===== src/design/fpio_pkg.sv =====
// Constants, types and carriers for the four-port bidirectional I/O block.
// Assumes one 25 MHz clock and a synchronous active-high reset.
package fpio_pkg;

  localparam int unsigned NUM_PORTS = 4;
  localparam int unsigned LINE_CNT  = 25;

  // Data memory map: data latch at even, direction at odd location
  localparam logic [7:0] PORT_A_DATA = 8'h12;
  localparam logic [7:0] PORT_A_DIR  = 8'h13;
  localparam logic [7:0] PORT_B_DATA = 8'h14;
  localparam logic [7:0] PORT_B_DIR  = 8'h15;
  localparam logic [7:0] PORT_C_DATA = 8'h16;
  localparam logic [7:0] PORT_C_DIR  = 8'h17;
  localparam logic [7:0] PORT_D_DATA = 8'h18;
  localparam logic [7:0] PORT_D_DIR  = 8'h19;
  localparam logic [7:0] REG_SPAN    = 8'h08;

  // Values after reset: all lines input, latches cleared
  localparam logic [7:0] DIR_RESET   = 8'hFF;
  localparam logic [7:0] LATCH_RESET = 8'h00;

  // Implemented bits per port; port D has a single line
  localparam logic [3:0][7:0] PORT_MASK = {8'h01, 8'hFF, 8'hFF, 8'hFF};

  // Pad timing: cycles from pad to synchronised value
  localparam int unsigned SYNC_CYCLES = 2;

  typedef enum logic [1:0] {
    TRIG_OFF,
    TRIG_RISE,
    TRIG_FALL,
    TRIG_BOTH
  } fpio_trig_t;

  typedef enum logic [1:0] {
    BOP_SET,
    BOP_CLR,
    BOP_CPL
  } fpio_bitop_t;

  typedef struct packed {
    logic [7:0]  addr;
    logic        wrEn;
    logic [7:0]  wrData;
    logic        rdEn;
    logic        bitOpEn;
    fpio_bitop_t bitOp;
    logic [2:0]  bitIdx;
  } fpio_bus_t;

  typedef struct packed {
    logic [NUM_PORTS-1:0][7:0] latch;
    logic [NUM_PORTS-1:0][7:0] dir;
    logic [LINE_CNT-1:0]       meta;
    logic [LINE_CNT-1:0]       sync;
    logic [7:0]                prevA;
    logic [7:0]                rdData;
    logic [LINE_CNT-1:0]       oe;
    logic [LINE_CNT-1:0]       pullEn;
    logic                      wake;
    logic                      tmrEvt;
  } fpio_state_t;

  typedef struct packed {
    logic armed;
    logic prevLvl;
    logic pulse;
  } fpio_edge_t;

endpackage


===== src/design/fpio_port_ctrl.sv =====
// Four bidirectional ports, 25 lines, reached as data memory locations.
// Assumes the processor drives cpuBus and secondPhaseEdge on ref_clk;
// padIn comes from pins and is synchronised here.
//
// Overview of operation
// - Four ports, 25 lines, latches at 12H..18H
// - Pad sampled unlatched at second phase edge
// - Output latch holds until rewritten
// - Direction bit one input, zero push-pull output
// - Read gives pad if input, else latch
// - Direction registers at 13H..19H above data
// - Reset makes every line an input
// - Bit set and clear change one output bit; latch bits of input lines take the pad value
// - Bit operations read whole port then write
// - Port A lines optionally wake the device
// - Port D upper seven bits absent, read zero
// - Pull-ups per port A-C, one bit D
// - Lines A0, A1, A2 feed interrupts, timer
// - Interrupt trigger off, rise, fall or both
`timescale 1ns/1ps
module fpio_port_ctrl #(
  parameter logic [7:0]           WAKE_MASK = 8'h00,
  parameter logic [3:0]           PULL_OPT  = 4'h0,
  parameter fpio_pkg::fpio_trig_t IRQ0_TRIG = fpio_pkg::TRIG_OFF,
  parameter fpio_pkg::fpio_trig_t IRQ1_TRIG = fpio_pkg::TRIG_OFF
) (
  input  wire logic                              ref_clk,
  input  wire logic                              rst,
  input  wire fpio_pkg::fpio_bus_t               cpuBus,
  input  wire logic                              secondPhaseEdge,
  input  wire logic [fpio_pkg::LINE_CNT-1:0]     padIn,
  output logic      [7:0]                        dmRdData,
  output logic      [fpio_pkg::LINE_CNT-1:0]     padOut,
  output logic      [fpio_pkg::LINE_CNT-1:0]     padOe,
  output logic      [fpio_pkg::LINE_CNT-1:0]     pullUpEn,
  output logic                                   wakeReq,
  output logic                                   extIrqZero,
  output logic                                   extIrqOne,
  output logic                                   timerEventInput
);

  fpio_pkg::fpio_state_t     state_r;
  fpio_pkg::fpio_state_t     state_nxt;
  logic [3:0][7:0]           padVec;
  logic [3:0][7:0]           portSt;
  logic [3:0][7:0]           pullVec;
  logic [7:0]                regOff;
  logic                      regHit;
  logic                      regIsDir;
  logic [1:0]                regIdx;
  logic [7:0]                opMask;
  logic [7:0]                targetVal;
  logic [7:0]                rmwVal;
  logic                      wrHit;
  logic                      bopHit;
  logic                      rdTake;
  logic [1:0]                irqPulse;

  function automatic logic [24:0] flatPorts(input logic [3:0][7:0] v);
    flatPorts = {v[3][0], v[2], v[1], v[0]};
  endfunction

  // Absent port D pins read as zero so they never leak into a read
  assign padVec = {7'h00, state_r.sync};

  genvar p;
  generate
    for (p = 0; p < fpio_pkg::NUM_PORTS; p++) begin : g_port
      assign portSt[p] = ((state_r.dir[p] & padVec[p])
                         | (~state_r.dir[p] & state_r.latch[p]))
                         & fpio_pkg::PORT_MASK[p];
      assign pullVec[p] = {8{PULL_OPT[p]}};
    end
  endgenerate

  always_comb begin
    regOff = cpuBus.addr - fpio_pkg::PORT_A_DATA;
    regHit = regOff < fpio_pkg::REG_SPAN;
    regIdx = regOff[2:1];
    regIsDir = regOff[0];
    wrHit = cpuBus.wrEn && regHit;
    // A plain write wins if the processor ever asserts both at once
    bopHit = cpuBus.bitOpEn && !cpuBus.wrEn && regHit;
    rdTake = cpuBus.rdEn && secondPhaseEdge;
    opMask = 8'h01 << cpuBus.bitIdx;
    // Whole port state, not the latch, is the operand
    targetVal = regIsDir ? state_r.dir[regIdx] : portSt[regIdx];
    case (cpuBus.bitOp)
      fpio_pkg::BOP_SET: rmwVal = targetVal | opMask;
      fpio_pkg::BOP_CLR: rmwVal = targetVal & ~opMask;
      // Complement acts on the whole byte; bitIdx only steers set/clear
      fpio_pkg::BOP_CPL: rmwVal = ~targetVal;
      default:           rmwVal = targetVal;
    endcase

    state_nxt = state_r;
    state_nxt.meta = padIn;
    state_nxt.sync = state_r.meta;
    state_nxt.prevA = state_r.sync[7:0];

    if (wrHit) begin
      if (regIsDir) begin
        state_nxt.dir[regIdx] = cpuBus.wrData
                                & fpio_pkg::PORT_MASK[regIdx];
      end else begin
        state_nxt.latch[regIdx] = cpuBus.wrData
                                  & fpio_pkg::PORT_MASK[regIdx];
      end
    end else if (bopHit) begin
      if (regIsDir) begin
        state_nxt.dir[regIdx] = rmwVal & fpio_pkg::PORT_MASK[regIdx];
      end else begin
        state_nxt.latch[regIdx] = rmwVal
                                  & fpio_pkg::PORT_MASK[regIdx];
      end
    end

    // Read value is taken only at the phase edge, then held
    if (rdTake) begin
      if (!regHit) begin
        state_nxt.rdData = 8'h00;
      end else if (regIsDir) begin
        state_nxt.rdData = state_r.dir[regIdx];
      end else begin
        state_nxt.rdData = portSt[regIdx];
      end
    end

    state_nxt.oe = ~flatPorts(state_nxt.dir);
    state_nxt.pullEn = flatPorts(pullVec)
                       & flatPorts(state_nxt.dir);
    // Any change on an enabled input line of port A wakes the core
    state_nxt.wake = |(WAKE_MASK & state_r.dir[0]
                       & (state_r.sync[7:0] ^ state_r.prevA));
    state_nxt.tmrEvt = state_r.sync[2];
  end

  always_ff @(posedge ref_clk) begin
    if (rst) begin
      state_r <= '0;
      // Synchroniser runs through reset so no false edge follows it
      state_r.meta <= state_nxt.meta;
      state_r.sync <= state_nxt.sync;
      state_r.prevA <= state_nxt.prevA;
      state_r.latch <= {fpio_pkg::NUM_PORTS{fpio_pkg::LATCH_RESET}};
      state_r.dir <= {fpio_pkg::PORT_MASK[3] & fpio_pkg::DIR_RESET,
                      fpio_pkg::DIR_RESET, fpio_pkg::DIR_RESET,
                      fpio_pkg::DIR_RESET};
      state_r.oe <= '0;
      state_r.pullEn <= flatPorts(pullVec);
    end else begin
      state_r <= state_nxt;
    end
  end

  genvar q;
  generate
    for (q = 0; q < 2; q++) begin : g_irq
      fpio_edge_trig u_edge (
        .ref_clk  (ref_clk),
        .rst      (rst),
        .lineLvl  (state_r.sync[q]),
        .trigSel  ((q == 0) ? IRQ0_TRIG : IRQ1_TRIG),
        .irqPulse (irqPulse[q])
      );
    end
  endgenerate

  assign dmRdData = state_r.rdData;
  assign padOut = flatPorts(state_r.latch);
  assign padOe = state_r.oe;
  assign pullUpEn = state_r.pullEn;
  assign wakeReq = state_r.wake;
  assign extIrqZero = irqPulse[0];
  assign extIrqOne = irqPulse[1];
  assign timerEventInput = state_r.tmrEvt;
endmodule


===== src/design/fpio_edge_trig.sv =====
// Edge trigger for one external interrupt input shared with a port line.
// Assumes lineLvl is already synchronised to ref_clk.
`timescale 1ns/1ps
module fpio_edge_trig (
  input  wire logic                 ref_clk,
  input  wire logic                 rst,
  input  wire logic                 lineLvl,
  input  wire fpio_pkg::fpio_trig_t trigSel,
  output logic                      irqPulse
);

  fpio_pkg::fpio_edge_t st_r;
  fpio_pkg::fpio_edge_t st_nxt;
  logic                 rise;
  logic                 fall;

  always_comb begin
    // No edge is reported until a previous level is known
    rise = st_r.armed & lineLvl & ~st_r.prevLvl;
    fall = st_r.armed & ~lineLvl & st_r.prevLvl;
    st_nxt = st_r;
    st_nxt.armed = 1'b1;
    st_nxt.prevLvl = lineLvl;
    case (trigSel)
      fpio_pkg::TRIG_RISE: st_nxt.pulse = rise;
      fpio_pkg::TRIG_FALL: st_nxt.pulse = fall;
      fpio_pkg::TRIG_BOTH: st_nxt.pulse = rise | fall;
      default:             st_nxt.pulse = 1'b0;
    endcase
  end

  always_ff @(posedge ref_clk) begin
    if (rst) begin
      st_r <= '0;
    end else begin
      st_r <= st_nxt;
    end
  end

  assign irqPulse = st_r.pulse;
endmodule


===== config.mk =====
export PLATFORM = sky130hd
export DESIGN_NAME = fpio_port_ctrl
export DESIGN_NICKNAME = d
export VERILOG_FILES = /design/src/design/fpio_pkg.sv /design/src/design/fpio_port_ctrl.sv /design/src/design/fpio_edge_trig.sv
export SDC_FILE = /design/constraint.sdc
export NUM_CORES = 1
export LEC_CHECK = 0
export BUFFER_PORTS_ARGS = -buffer_cell sky130_fd_sc_hd__buf_4
export CORE_ASPECT_RATIO = 0.7
export CORE_UTILIZATION = 50
export DETAILED_ROUTE_END_ITERATION = 12
export PLACE_DENSITY = 0.76
export SKIP_CTS_REPAIR_TIMING = 1
export SYNTH_ARGS = -nofsm -noshare
export SYNTH_HDL_FRONTEND = slang
export SYNTH_HIERARCHICAL = 1
export SYNTH_SLANG_ARGS = --single-unit

===== constraint.sdc =====
create_clock -name ref_clk -period 3.1 [get_ports ref_clk]
set_clock_uncertainty 0.05 [all_clocks]
set_input_delay 0.31 -clock ref_clk [delete_from_list [all_inputs] [get_ports ref_clk]]
set_output_delay 0.31 -clock ref_clk [all_outputs]
set_load 0.05 [all_outputs]

Yosys cells after proc, flatten, opt, wreduce, memory -nomap -nowiden:

Index checks and enable logic that the tools add are counted.

* bits in registers: 174
* input bits: 52
* output and inout port bits: 87
* logic and storage cells: 81

* add/subtract/negate cells: 1
* $lt $le $gt $ge: 3
* eq/ne operators: 6
* shift-type cells: 1
* muxes and demuxes: 21
* bitwise operators: 23
* reduce and logical (&&, ||, !) cells: 10

Operators with widths (count)
* $bwmux 32: 4
* $mux 32: 4
* $mux 64: 2
* $and 8x8->8: 9
* $bmux 8 s2: 3
* $mux 8: 6
* $not 8->8: 5
* $or 8x8->8: 4
* $not 25->25: 1
* $pmux 8 s3: 1
* $demux 8 s2: 1
* $lt 8x4->1 const B: 1
* $ne 2x2->1 const B: 4
* $shl 1x3->8 const A: 1
* $sub 8x5->8 const B: 1
* $reduce_and 3->1: 2
* $logic_and 1x1->1: 5
* $lt 2x3->1 const B: 1
* $and 1x1->1: 2
* $eq 2x1->1 const B: 1
* $eq 2x2->1 const B: 1
* $ge 2x1->1 const B: 1
* $logic_not 2->1: 1
* $reduce_bool 2->1: 1
* other kinds (3): 3

Depth between registers and ports, before layout:

Gate-level depths: netlist (run 1).

* depth in word-level cells: 14
* depth in mapped cells: 12
* gate-level depth less buffers: 8

Cells and area by module:

Netlist (run 1), hierarchy kept.

Modules (own cells, without submodules)
* fpio_port_ctrl: times used 1, cells an instance 729, area an instance 6744.0 um^2, seq. area each 2822.7 um^2
* fpio_edge_trig: times used 2, cells an instance 9, area an instance 96.3 um^2, seq. area each 60.1 um^2

Worst setup path after synthesis (run 1):

Ideal clock, no wire load.

* kind: input -> register
* start: input cpuBus[17] (netlist bit)
* end: register (tool-made name)
* library setup time: 0.122 ns
* data arrival time: 2.911 ns
* data required time: 2.928 ns
* path slack: 0.017 ns
* cell stages on the path: 11
* buffers on the path: 3
* cell sequence: buf_4 buf_2 inv_1 ha_1 clkbuf_1 mux4_2 and2_0 a311oi_1 mux2_2 a21o_1 a221o_1

RTL lines
* from (decl): RTL line fpio_port_ctrl.sv:29 `input wire fpio_pkg::fpio_bus_t cpuBus,`

Final worst setup path (run 1):

* start: input cpuBus[18] (netlist bit)
* end: register state_r (netlist bit padOe[12])

* longest elaborated chain between the ends: 12
* elaborated cells on any way between the ends: 29
* classes of those cells: 1 x add/sub; 3 x order compare; 16 x mux; 6 x bitwise; 3 x reduce/logical

RTL lines
* $sub 8x5->8 *: RTL line fpio_port_ctrl.sv:77 `regOff = cpuBus.addr - fpio_pkg::PORT_A_DATA;`
* $bmux 8 s2: RTL line fpio_port_ctrl.sv:87 `targetVal = regIsDir ? state_r.dir[regIdx] : portSt[regIdx];`
* $mux 8 (implied by the code): RTL line fpio_port_ctrl.sv:87
* $mux 8: RTL line fpio_port_ctrl.sv:87
* $and 8x8->8, or another cell as far along: RTL line fpio_port_ctrl.sv:90 `fpio_pkg::BOP_CLR: rmwVal = targetVal & ~opMask;`
* $pmux 8 s3: RTL line fpio_port_ctrl.sv:88 `case (cpuBus.bitOp)`
* $and 8x8->8: RTL line fpio_port_ctrl.sv:111 `state_nxt.dir[regIdx] = rmwVal & fpio_pkg::PORT_MASK[regIdx];`
* $bwmux 32: RTL line fpio_port_ctrl.sv:111
* $mux 32: RTL line fpio_port_ctrl.sv:110 `if (regIsDir) begin`
* $mux 64: RTL line fpio_port_ctrl.sv:109 `end else if (bopHit) begin`
* $mux 64 *: RTL line fpio_port_ctrl.sv:101 `if (wrHit) begin`
* $not 25->25 *: RTL line fpio_port_ctrl.sv:129 `state_nxt.oe = ~flatPorts(state_nxt.dir);`
* to (signal assigned): RTL line fpio_port_ctrl.sv:152 `state_r <= state_nxt;`
* to (decl): RTL line fpio_port_ctrl.sv:42 `fpio_pkg::fpio_state_t state_r;`

Mark *: on every way between the ends. The rest lies on a longest branch, timed or not. The select of a mux whose other input is x is not followed.
A chain may end at the register's enable or synchronous reset.

==> results of run 1 <==
## cell families after synthesis
kind of cell | synth area share
and+or+nand+nor | 0.169
AOI/OAI and AO/OA | 0.188
DFF | 0.424
buffers and inverters | 0.121
muxes | 0.0895
adders and majority gates | 0.00722
other | 0.000541
## worst max path at each step
stage	cells after the start	to	slack, ns
6_report	10	padOe[12]	0.42
5_1_grt	10	padOe[12]	0.37
4_1_cts	10	padOe[12]	0.54
3_5_place_dp	10	padOe[12]	0.11
3_3_place_gp	10	padOe[12]	0.16
2_1_floorplan	11	register	0.02
## cell usage after synthesis, types with 12 or more instances
cell,number,area [um^2]
mux2i_1,32,320
nor2_1,39,146
and3_1,17,106
buf_4,86,646
clkbuf_1,29,109
and2_1,15,93.8
nand3_1,12,60.1
a21oi_1,43,215
nand2_1,50,188
dfxtp_1,147,2940
nor2b_1,16,100
nor3_1,21,105
inv_1,12,45.0
o21ai_0,27,135
## layer usage
metal | track usage | vias to the layer above | wire length, um
met5 | 0 | - | 0
met4 | 0.0984 | 0 | 421
met3 | 0.100 | 39 | 2920
li1 | - | 2803 | -
met1 | 0.494 | 3008 | 10700
met2 | 0.485 | 406 | 9880
## worst reg2reg max path: cells and delay by family, from the launching register on
kind                   cells  cell delay, ns
AOI/OAI and AO/OA          3            0.89
and+or+nand+nor            1            0.11
DFF                        1            0.36
muxes                      2            0.83
buffers and inverters      1            0.17
## power by group through the flow
stage               combinational [mW]  clock (mW)  sequential (mW)
floorplan                        0.344           0             1.99
global placement                 0.520           0             1.99
detailed placement               0.523           0             1.99
CTS                              0.526        2.12             1.95
global route                     0.594        2.21             1.95
finish                           0.566        2.11             1.95
## placed cells by master, fill, tap and decap left out, types with 8 or more instances in the layout
cell type	netlist	final
o21ai_0	27	27
dlygate4sd3_1	0	25
and3_1	17	17
nor2_1	39	39
clkbuf_16	0	17
o2bb2ai_1	9	9
nand3_1	12	12
a31oi_1	10	10
and2_1	15	15
a21oi_1	43	43
nand2_1	50	50
nand2b_1	9	9
dfxtp_1	147	147
a211oi_1	8	8
a21o_1	8	8
inv_1	12	12
nor2b_1	16	16
mux2i_1	32	32
buf_4	86	154
conb_1	1	30
nor3_1	21	21
mux2_2	10	10
## layout make-up
type / instances / area [um^2]
well taps: 185 / 231
multi-input cells: 493 / 3260
clock buffers: 18 / 439
fillers: 1137 / 4850
repair buffers: 180 / 1430
inverters: 12 / 45.0
flip-flops and latches: 147 / 2940
clock inverters: 14 / 159
==> reports/metrics.csv, run 1 <==
stage,metric,value,unit
clock_tree,clk_latency,0.43,ns
placement,placed_cells,992,
power_and_ir_drop,vdd_drop_max,0.387,mV
placement,hpwl,17.7,mm
worst_setup_path,critPathLaunch,cpuBus[18],
final_layout,finalNonFillerCells,1049,
worst_setup_path,cp_top_family,compound AO/OA/AOI/OAI gates,
floorplanning,initial_core_util,0.519,
final_layout,antenna_cells,0,
floorplanning,coreArea,0.0134,mm^2
final_layout,syn_to_final_growth,22.6,%
sta,setup_viol,0,
worst_setup_path,crit_fanout,17,
hold_path,hold_class,in -> reg,
final_layout,final_core_util,0.637,
global_route,grt_pass1_vias,5924,
sta,maxSlewHeadroom,0.560,
sta,setup_tns,0,ns
power_and_ir_drop,p_seq_frac,0.422,
routing,drc,0,
final_layout,drive_gt1_frac,0.259,
hold_path,min_delay_worst_endpoint,padOut[16],
global_route,antenna_found_initial,0,
logic_synthesis,synth_cell_types,69,
final_layout,design_area,0.00850,mm^2
routing,antenna_left,0,
logic_synthesis,yosysWarnings,6,
hold_path,hold_start,cpuBus[7],
global_route,grt_overflow,0,
floorplanning,die_w,143,um
power_and_ir_drop,sw_frac_of_total,0.284,
sta,tightest_slew,0.643,ns
sta,clock.fmax,373,MHz
worst_setup_path,arrival,2.88,ns
clock_tree,path_clk_slew,0.07,ns
logic_synthesis,synth_area,0.00694,mm^2
floorplanning,rows,35,
logic_synthesis,ys_seq_area_frac,0.424,
routing,wl_per_cell,22.8,um
worst_setup_path,critPathMaxStageDelay,0.59,ns
clock_tree,cts_tree,built,
logic_synthesis,ys_ff_latch,147,
worst_setup_path,required,3.30,ns
floorplanning,die-height,101,um
routing,routed_wl,23.9,mm
power_and_ir_drop,p_total,4.62,mW
worst_setup_path,rr_endpoint,padOe[12],
clock_tree,clock-sinks,147,
power_and_ir_drop,pwr-share-clk,0.456,
worst_setup_path,crit_chain,buf_4 > inv_1 > ha_1 > buf_12 > mux2_2 > o31ai_1 > buf_4 > mux2i_1 > nor2b_1 > a2111oi_0,
logic_synthesis,async_flop_share,0,
placement,place_ws,0.109,ns
routing,vias,6256,
sta,slew_violations,0,
clock_tree,root_buffer,clkbuf_16,
logic_synthesis,yosys_most_used_dff,dfxtp_1,
sta,final.min_clock_period,2.68,ns
power_and_ir_drop,switching_power,1.31,mW
clock_tree,numCtsBuffers,17,
placement,place_area,0.00766,mm^2
global_route,grt_util_all_layers,0.341,
placement,portBuffers,112,
logic_synthesis,avgSynthCellArea,9.29,um^2
power_and_ir_drop,cellPowerDensity,544,mW/mm^2
logic_synthesis,synth-edff-count,0,
worst_setup_path,slowest_stage,a2111oi_0,
worst_setup_path,r2r_slack,0.52,ns
final_layout,nNetsFinal,907,
global_route,grt_start_max_net_pins,49,
hold_path,hold_depth,3,
routing,drtIter0Drc,772,
worst_setup_path,path_buf_inv,4,
sta,hold_viol,0,
clock_tree,htree_levels,4,
worst_setup_path,end_kind,register,
sta,rsz0062_at_grt,false,
sta,setup_ws,0.423,ns
worst_setup_path,ff2ff_path_depth,7,
worst_setup_path,startpoint_type,input pin,
power_and_ir_drop,pwr-share-comb,0.122,
routing,via_per_inst,5.96,
sta,finalHoldWorstSlack,0.169,ns
flow_run,drv_cap,0,
logic_synthesis,post_synth_inst_count,747,
sta,fin_crit_sh,0.864,
clock_tree,max-clock-path-buffers,2,
worst_setup_path,crit_type,in -> reg,
outcome,status,"complete, no violations",
floorplanning,die_area,0.0144,mm^2
power_and_ir_drop,p_leak,3.69,nW
global_route,grt_first_pass_wirelength,35.4,mm
power_and_ir_drop,intPower,3.31,mW
placement,place.gp.congestion,0.986,
floorplanning,ios,139,
routing,first_pass_iters,5,
worst_setup_path,cp_common_cell,buf_4,
Note: power is estimated with default switching activity, not from simulation.
==> inputs of run 2 (changes only) <==
--- a/config.mk
+++ b/config.mk
@@ -9,7 +9,7 @@
 export CORE_ASPECT_RATIO = 0.7
 export CORE_UTILIZATION = 50
 export DETAILED_ROUTE_END_ITERATION = 12
-export PLACE_DENSITY = 0.76
+export PLACE_DENSITY = 0.74
 export SKIP_CTS_REPAIR_TIMING = 1
 export SYNTH_ARGS = -nofsm -noshare
 export SYNTH_HDL_FRONTEND = slang
==> constraint.sdc (replaced) <==
create_clock -name ref_clk -period 3.32 [get_ports ref_clk]
set_clock_uncertainty 0.05 [all_clocks]
set_input_delay 0.332 -clock ref_clk [delete_from_list [all_inputs] [get_ports ref_clk]]
set_output_delay 0.332 -clock ref_clk [all_outputs]
set_load 0.05 [all_outputs]
==> reports/metrics.csv, run 2 (synthesized netlist as in run 1, its figures left out) <==
stage,metric,value,unit,change
worst_setup_path,path_buf_inv,4,,unchanged
routing,first_pass_iters,5,,unchanged
sta,finalHoldWorstSlack,0.180,ns,was 0.169 ns
clock_tree,clk_latency,0.42,ns,was 0.43 ns
hold_path,hold_depth,3,,unchanged
sta,clock.fmax,358,MHz,
final_layout,drive_gt1_frac,0.253,,was 0.259
routing,antenna_left,0,,unchanged
power_and_ir_drop,p_seq_frac,0.430,,was 0.422
sta,setup_tns,0,ns,unchanged
routing,drtIter0Drc,578,,was 772
final_layout,final_cell_mix,"buf_4, dfxtp_1, nand2_1",,unchanged
routing,via_per_inst,5.88,,was 5.96
sta,slew_violations,0,,unchanged
worst_setup_path,rr_endpoint,padOe[22],,was padOe[12]
hold_path,min_delay_worst_endpoint,padOut[16],,unchanged
placement,place_ws,0.215,ns,was 0.109 ns
routing,wl_per_cell,22.4,um,was 22.8 um
clock_tree,cts_tree,built,,unchanged
floorplanning,rows,35,,unchanged
final_layout,final_core_util,0.631,,was 0.637
power_and_ir_drop,pwr-share-comb,0.122,,about the same
worst_setup_path,required,3.59,ns,was 3.30 ns
sta,tightest_slew,0.991,ns,was 0.643 ns
final_layout,nNetsFinal,901,,was 907
worst_setup_path,startpoint_type,input pin,,unchanged
worst_setup_path,slowest_stage,a2111oi_0,,unchanged
power_and_ir_drop,p_leak,3.64,nW,was 3.69 nW
floorplanning,die_w,143,um,unchanged
global_route,grt_first_pass_wirelength,34.0,mm,was 35.4 mm
outcome,status,"complete, no violations",,unchanged
floorplanning,ios,139,,unchanged
global_route,grt_overflow,0,,unchanged
global_route,grt_util_all_layers,0.326,,was 0.341
placement,portBuffers,112,,unchanged
floorplanning,coreArea,0.0134,mm^2,unchanged
power_and_ir_drop,switching_power,1.19,mW,was 1.31 mW
sta,fin_crit_sh,0.841,,
worst_setup_path,arrival,3.06,ns,was 2.88 ns
floorplanning,die-height,101,um,unchanged
worst_setup_path,cp_common_cell,buf_4,,unchanged
clock_tree,root_buffer,clkbuf_16,,unchanged
global_route,antenna_found_initial,0,,unchanged
clock_tree,numCtsBuffers,17,,unchanged
worst_setup_path,cp_top_family,compound AO/OA/AOI/OAI gates,,unchanged
power_and_ir_drop,pwr-share-clk,0.448,,was 0.456
worst_setup_path,ff2ff_path_depth,7,,unchanged
sta,hold_viol,0,,unchanged
floorplanning,die_area,0.0144,mm^2,unchanged
worst_setup_path,end_kind,register,,unchanged
placement,place.gp.congestion,0.971,,was 0.986
placement,hpwl,16.8,mm,was 17.7 mm
clock_tree,htree_levels,4,,unchanged
sta,setup_ws,0.529,ns,was 0.423 ns
power_and_ir_drop,intPower,3.04,mW,was 3.31 mW
worst_setup_path,crit_fanout,12,,was 17
routing,vias,6137,,"was 6,256"
clock_tree,max-clock-path-buffers,2,,unchanged
sta,rsz0062_at_grt,false,,unchanged
sta,final.min_clock_period,2.79,ns,
hold_path,hold_class,in -> reg,,unchanged
routing,routed_wl,23.4,mm,was 23.9 mm
sta,maxSlewHeadroom,0.339,,was 0.560
clock_tree,clock-sinks,147,,unchanged
hold_path,hold_start,cpuBus[7],,unchanged
worst_setup_path,crit_chain,buf_4 > inv_1 > ha_1 > buf_12 > nand2b_1 > o22ai_1 > o21ai_0 > a2111oi_0 > buf_4 > o211ai_1 > and2_1,,was buf_4 > inv_1 > ha_1 > buf_12 > mux2_2 > o31ai_1 > buf_4 > mux2i_1 > nor2b_1 > a2111oi_0
clock_tree,path_clk_slew,0.07,ns,about the same
global_route,grt_start_max_net_pins,70,,was 49
sta,setup_viol,0,,unchanged
final_layout,antenna_cells,0,,unchanged
final_layout,final_common_cell,buf_4,,unchanged
power_and_ir_drop,vdd_drop_max,0.307,mV,was 0.387 mV
routing,drc,0,,unchanged
flow_run,drv_cap,0,,unchanged
power_and_ir_drop,sw_frac_of_total,0.281,,was 0.284
global_route,grt_pass1_vias,5605,,"was 5,924"
worst_setup_path,critPathMaxStageDelay,0.51,ns,was 0.59 ns
worst_setup_path,r2r_slack,0.83,ns,was 0.52 ns
final_layout,syn_to_final_growth,21.6,%,was 22.6%
worst_setup_path,crit_type,in -> reg,,unchanged
floorplanning,initial_core_util,0.519,,unchanged
worst_setup_path,critPathLaunch,cpuBus[17],,was cpuBus[18]
power_and_ir_drop,cellPowerDensity,502,mW/mm^2,was 544 mW/mm^2
run 2: metal layers:
layer  vias to the layer above  part of all wire  track usage
met4                         0             0.019       0.0993
li1                       2797                 -            -
met3                        46              0.12        0.110
met2                       382              0.42        0.471
met1                      2912              0.44        0.457
met5                         -                 0            0
run 2: cell type report:
| class | count | area, um^2 |
|---|---|---|
| flip-flops and latches | 147 | 2940 |
| multi-input cells | 493 | 3260 |
| well taps | 185 | 231 |
| inverters | 12 | 45.0 |
| clock buffers | 18 | 429 |
| repair buffers | 174 | 1380 |
| clock inverters | 14 | 141 |
| fillers | 1145 | 4920 |
run 2: how the worst max path moves through the flow:
| stage | end | slack (ns) | cells after the start |
|---|---|---|---|
| 2_1_floorplan | register | 0.22 | 11 |
| 6_report | padOe[22] | 0.53 | 11 |
| 3_3_place_gp | padOe[6] | 0.19 | 11 |
| 3_5_place_dp | padOe[22] | 0.21 | 11 |
| 5_1_grt | padOe[6] | 0.41 | 11 |
| 4_1_cts | padOe[22] | 0.61 | 11 |
run 2: worst register-to-register path, delay by kind of cell (launching register included):
family                 cells  cell delay, ns
AO/OA/AOI/OAI              4            1.28
buffers and inverters      1            0.21
flip-flops                 1            0.54
multiplexers               1            0.14
AND/OR/NAND/NOR            1            0.17
run 2: per-stage QoR:
step	std cells	total power, mW	area, um^2
after floorplan	776	2.18	7050
after detailed placement	986	2.34	7610
final	1043	4.23	8430
after CTS	1018	4.21	8180
after global routing	1043	4.35	8430
after global placement	986	2.34	7610
run 2: power groups by stage:
stage | logic [mW] | registers, mW | clock network (mW)
floorplan | 0.321 | 1.86 | 0
CTS | 0.481 | 1.82 | 1.91
finish | 0.518 | 1.82 | 1.89
detailed placement | 0.478 | 1.86 | 0
global placement | 0.477 | 1.86 | 0
global route | 0.542 | 1.82 | 1.99
==> inputs of run 3 (changes only) <==
--- a/config.mk
+++ b/config.mk
@@ -5,11 +5,12 @@
 export SDC_FILE = /design/constraint.sdc
 export NUM_CORES = 1
 export LEC_CHECK = 0
+export ABC_AREA = 1
 export BUFFER_PORTS_ARGS = -buffer_cell sky130_fd_sc_hd__buf_4
 export CORE_ASPECT_RATIO = 0.7
 export CORE_UTILIZATION = 50
 export DETAILED_ROUTE_END_ITERATION = 12
-export PLACE_DENSITY = 0.74
+export PLACE_DENSITY = 0.76
 export SKIP_CTS_REPAIR_TIMING = 1
 export SYNTH_ARGS = -nofsm -noshare
 export SYNTH_HDL_FRONTEND = slang
==> constraint.sdc (replaced) <==
create_clock -name ref_clk -period 2.35 [get_ports ref_clk]
set_clock_uncertainty 0.05 [all_clocks]
set_input_delay 0.235 -clock ref_clk [delete_from_list [all_inputs] [get_ports ref_clk]]
set_output_delay 0.235 -clock ref_clk [all_outputs]
set_load 0.05 [all_outputs]
==> reports/metrics.csv, run 3 <==
stage,metric,value,unit,change
routing,routed_wl,21.6,mm,was 23.4 mm
routing,vias,6884,,"was 6,137"
worst_setup_path,startpoint_type,register,,was input pin
worst_setup_path,crit_fanout,5,,was 12
logic_synthesis,netlist_top_cells_area,"dfxtp_1, nand2_1, buf_4",,"was dfxtp_1, buf_4, mux2i_1"
worst_setup_path,slowest_stage,dfxtp_1,,was a2111oi_0
clock_tree,clock-sinks,147,,unchanged
worst_setup_path,path_buf_inv,1,,was 4
routing,first_pass_iters,6,,was 5
worst_setup_path,crit_type,reg -> reg,,was in -> reg
power_and_ir_drop,pwr-share-comb,0.136,,was 0.122
floorplanning,die_area,0.0146,mm^2,was 0.0144 mm^2
power_and_ir_drop,intPower,4.38,mW,was 3.04 mW
power_and_ir_drop,sw_frac_of_total,0.275,,was 0.281
worst_setup_path,end_kind,register,,unchanged
logic_synthesis,synth_area,0.00704,mm^2,was 0.00694 mm^2
outcome,status,"complete, no violations",,unchanged
clock_tree,htree_levels,4,,unchanged
global_route,grtUsageMet3,0.0931,,was 0.110
logic_synthesis,ys_seq_area_frac,0.418,,was 0.424
sta,slew_violations,0,,unchanged
placement,place.gp.congestion,0.977,,was 0.971
floorplanning,ios,139,,unchanged
logic_synthesis,yosys_most_used_dff,dfxtp_1,,unchanged
sta,setup_viol,0,,unchanged
routing,antenna_left,0,,unchanged
routing,wl_per_cell,16.5,um,was 22.4 um
sta,hold_viol,0,,unchanged
final_layout,final_common_cell,nand2_1,,was buf_4
final_layout,nNetsFinal,1172,,was 901
floorplanning,die_w,144,um,was 143 um
global_route,grt_first_pass_wirelength,33.2,mm,was 34.0 mm
flow_run,drv_cap,0,,unchanged
logic_synthesis,synth_most_common_cell,nand2_1,,was dfxtp_1
logic_synthesis,yosysWarnings,6,,unchanged
hold_path,hold_start,cpuBus[7],,unchanged
power_and_ir_drop,p_leak,4.55,nW,was 3.64 nW
logic_synthesis,synth_cell_types,31,,was 69
global_route,grt_pass1_vias,6112,,"was 5,605"
worst_setup_path,crit_chain,nand2_1 > o21ai_0 > nand2_1 > nand2_1 > nand2_1 > nand3_1 > nand3_1 > nand2_1 > nand3_1 > nand2_1 > nand2_1 > nand3_1 > inv_1,,was buf_4 > inv_1 > ha_1 > buf_12 > nand2b_1 > o22ai_1 > o21ai_0 > a2111oi_0 > buf_4 > o211ai_1 > and2_1
worst_setup_path,cp_top_family,simple AND/OR/NAND/NOR gates,,was compound AO/OA/AOI/OAI gates
power_and_ir_drop,p_seq_frac,0.429,,was 0.430
clock_tree,numCtsBuffers,17,,unchanged
floorplanning,die-height,101,um,about the same
sta,rsz0062_at_grt,false,,unchanged
placement,placed_cells,1257,,was 986
logic_synthesis,yosysTopAreaCell,dfxtp_1,,unchanged
final_layout,drive_gt1_frac,0.194,,was 0.253
clock_tree,cts_tree,built,,unchanged
worst_setup_path,arrival,2.33,ns,was 3.06 ns
sta,clock.fmax,485,MHz,
global_route,grt_start_max_net_pins,61,,was 70
logic_synthesis,ys_ff_latch,147,,unchanged
sta,final.min_clock_period,2.06,ns,
routing,drtIter0Drc,838,,was 578
floorplanning,initial_core_util,0.524,,was 0.519
routing,via_per_inst,5.24,,was 5.88
power_and_ir_drop,p_total,6.05,mW,was 4.23 mW
final_layout,antenna_cells,0,,unchanged
clock_tree,root_buffer,clkbuf_16,,unchanged
sta,maxSlewHeadroom,0.594,,was 0.339
sta,fin_crit_sh,0.877,,
logic_synthesis,synth_common_cells,"nand2_1, dfxtp_1, inv_1",,"was dfxtp_1, buf_4, nand2_1"
clock_tree,max-clock-path-buffers,2,,unchanged
clock_tree,path_clk_slew,0.06,ns,was 0.07 ns
sta,tightest_slew,0.606,ns,was 0.991 ns
worst_setup_path,cp_common_cell,nand2_1,,was buf_4
logic_synthesis,netlist.area_leader.share,0.418,,was 0.424
worst_setup_path,required,2.62,ns,was 3.59 ns
global_route,antenna_found_initial,0,,unchanged
logic_synthesis,async_flop_share,0,,unchanged
sta,finalHoldWorstSlack,0.168,ns,was 0.180 ns
floorplanning,rows,35,,unchanged
global_route,met1_usage,0.441,,was 0.457
final_layout,final_cell_mix,"nand2_1, buf_4, dfxtp_1",,"was buf_4, dfxtp_1, nand2_1"
global_route,gr-max-usage-layer,met2,,unchanged
global_route,met2_usage,0.443,,was 0.471
hold_path,hold_class,in -> reg,,unchanged
global_route,grt_util_all_layers,0.308,,was 0.326
power_and_ir_drop,cellPowerDensity,692,mW/mm^2,was 502 mW/mm^2
final_layout,finalNonFillerCells,1313,,"was 1,043"
global_route,grt_overflow,0,,unchanged
logic_synthesis,synth-edff-count,0,,unchanged
floorplanning,coreArea,0.0134,mm^2,about the same
power_and_ir_drop,switching_power,1.66,mW,was 1.19 mW
placement,portBuffers,112,,unchanged
final_layout,syn_to_final_growth,24.1,%,was 21.6%
logic_synthesis,avgSynthCellArea,7.11,um^2,was 9.29 um^2
clock_tree,clk_latency,0.43,ns,was 0.42 ns
worst_setup_path,r2r_slack,0.29,ns,was 0.83 ns
placement,hpwl,15.4,mm,was 16.8 mm
routing,drc,0,,unchanged
worst_setup_path,critPathMaxStageDelay,0.48,ns,was 0.51 ns
logic_synthesis,post_synth_inst_count,991,,was 747
power_and_ir_drop,vdd_drop_max,0.486,mV,was 0.307 mV
power_and_ir_drop,pwr-share-clk,0.435,,was 0.448
## run 3: per-stage QoR
stage	TNS [ns]	setup WS [ns]	area [um^2]	utilization
5_1_grt	0	0.146	8740	0.650
6_report	0	0.290	8740	0.650
4_1_cts	0	0.350	8490	0.632
3_3_place_gp	0	0.0225	7920	0.589
3_5_place_dp	-0.101	-0.0381	7920	0.589
2_1_floorplan	0	0.0519	7150	-
## run 3: worst paths after layout
kind / cells after the start / endpoint
max: 13 / padOe[19]
min: 5 / padOut[24]
max reg2reg: 13 / padOe[19]
min reg2reg: 0 / padVec[8]
## run 3: kinds of logic (layout without fill, tap and decap cells)
| kind of cell | Yosys count | in the layout | share of synthesized area |
|---|---|---|---|
| mux | 1 | 1 | 0.00142 |
| flops | 147 | 147 | 0.418 |
| compound gates | 148 | 148 | 0.115 |
| other cells | 1 | 30 | 0.000532 |
| simple gates | 464 | 464 | 0.287 |
| buf+inv | 226 | 334 | 0.171 |
| fa+ha+maj | 4 | 4 | 0.00711 |
## run 3: area by class of cell
class | count | area [um^2]
well taps | 185 | 231
fillers | 1174 | 4700
repair buffers | 197 | 1590
flip-flops and latches | 147 | 2940
clock buffers | 19 | 453
multi-input cells | 647 | 3010
clock inverters | 12 | 121
inverters | 106 | 398
## run 3: power groups by stage
stage,combinational (mW),clock (mW),sequential [mW]
after detailed placement,0.762,0,2.65
final,0.821,2.63,2.60
after floorplan,0.490,0,2.64
after global placement,0.757,0,2.65
after CTS,0.768,2.65,2.60
after global routing,0.882,2.77,2.60
## run 3: worst reg2reg max path, stage by stage (launching register included)
cell and delay [ns]:
dfxtp_1 0.48, nand2_1 0.11, o21ai_0 0.13, nand2_1 0.11, nand2_1 0.14, nand2_1 0.07, nand3_1 0.14, nand3_1 0.09
nand2_1 0.15, nand3_1 0.20, nand2_1 0.11, nand2_1 0.07, nand3_1 0.08, inv_1 0.04
## run 3: routing by layer
layer,part of all wire,wire (um)
met4,0.013,282
met1,0.46,10000
met2,0.41,8940
met5,0,0
met3,0.11,2420
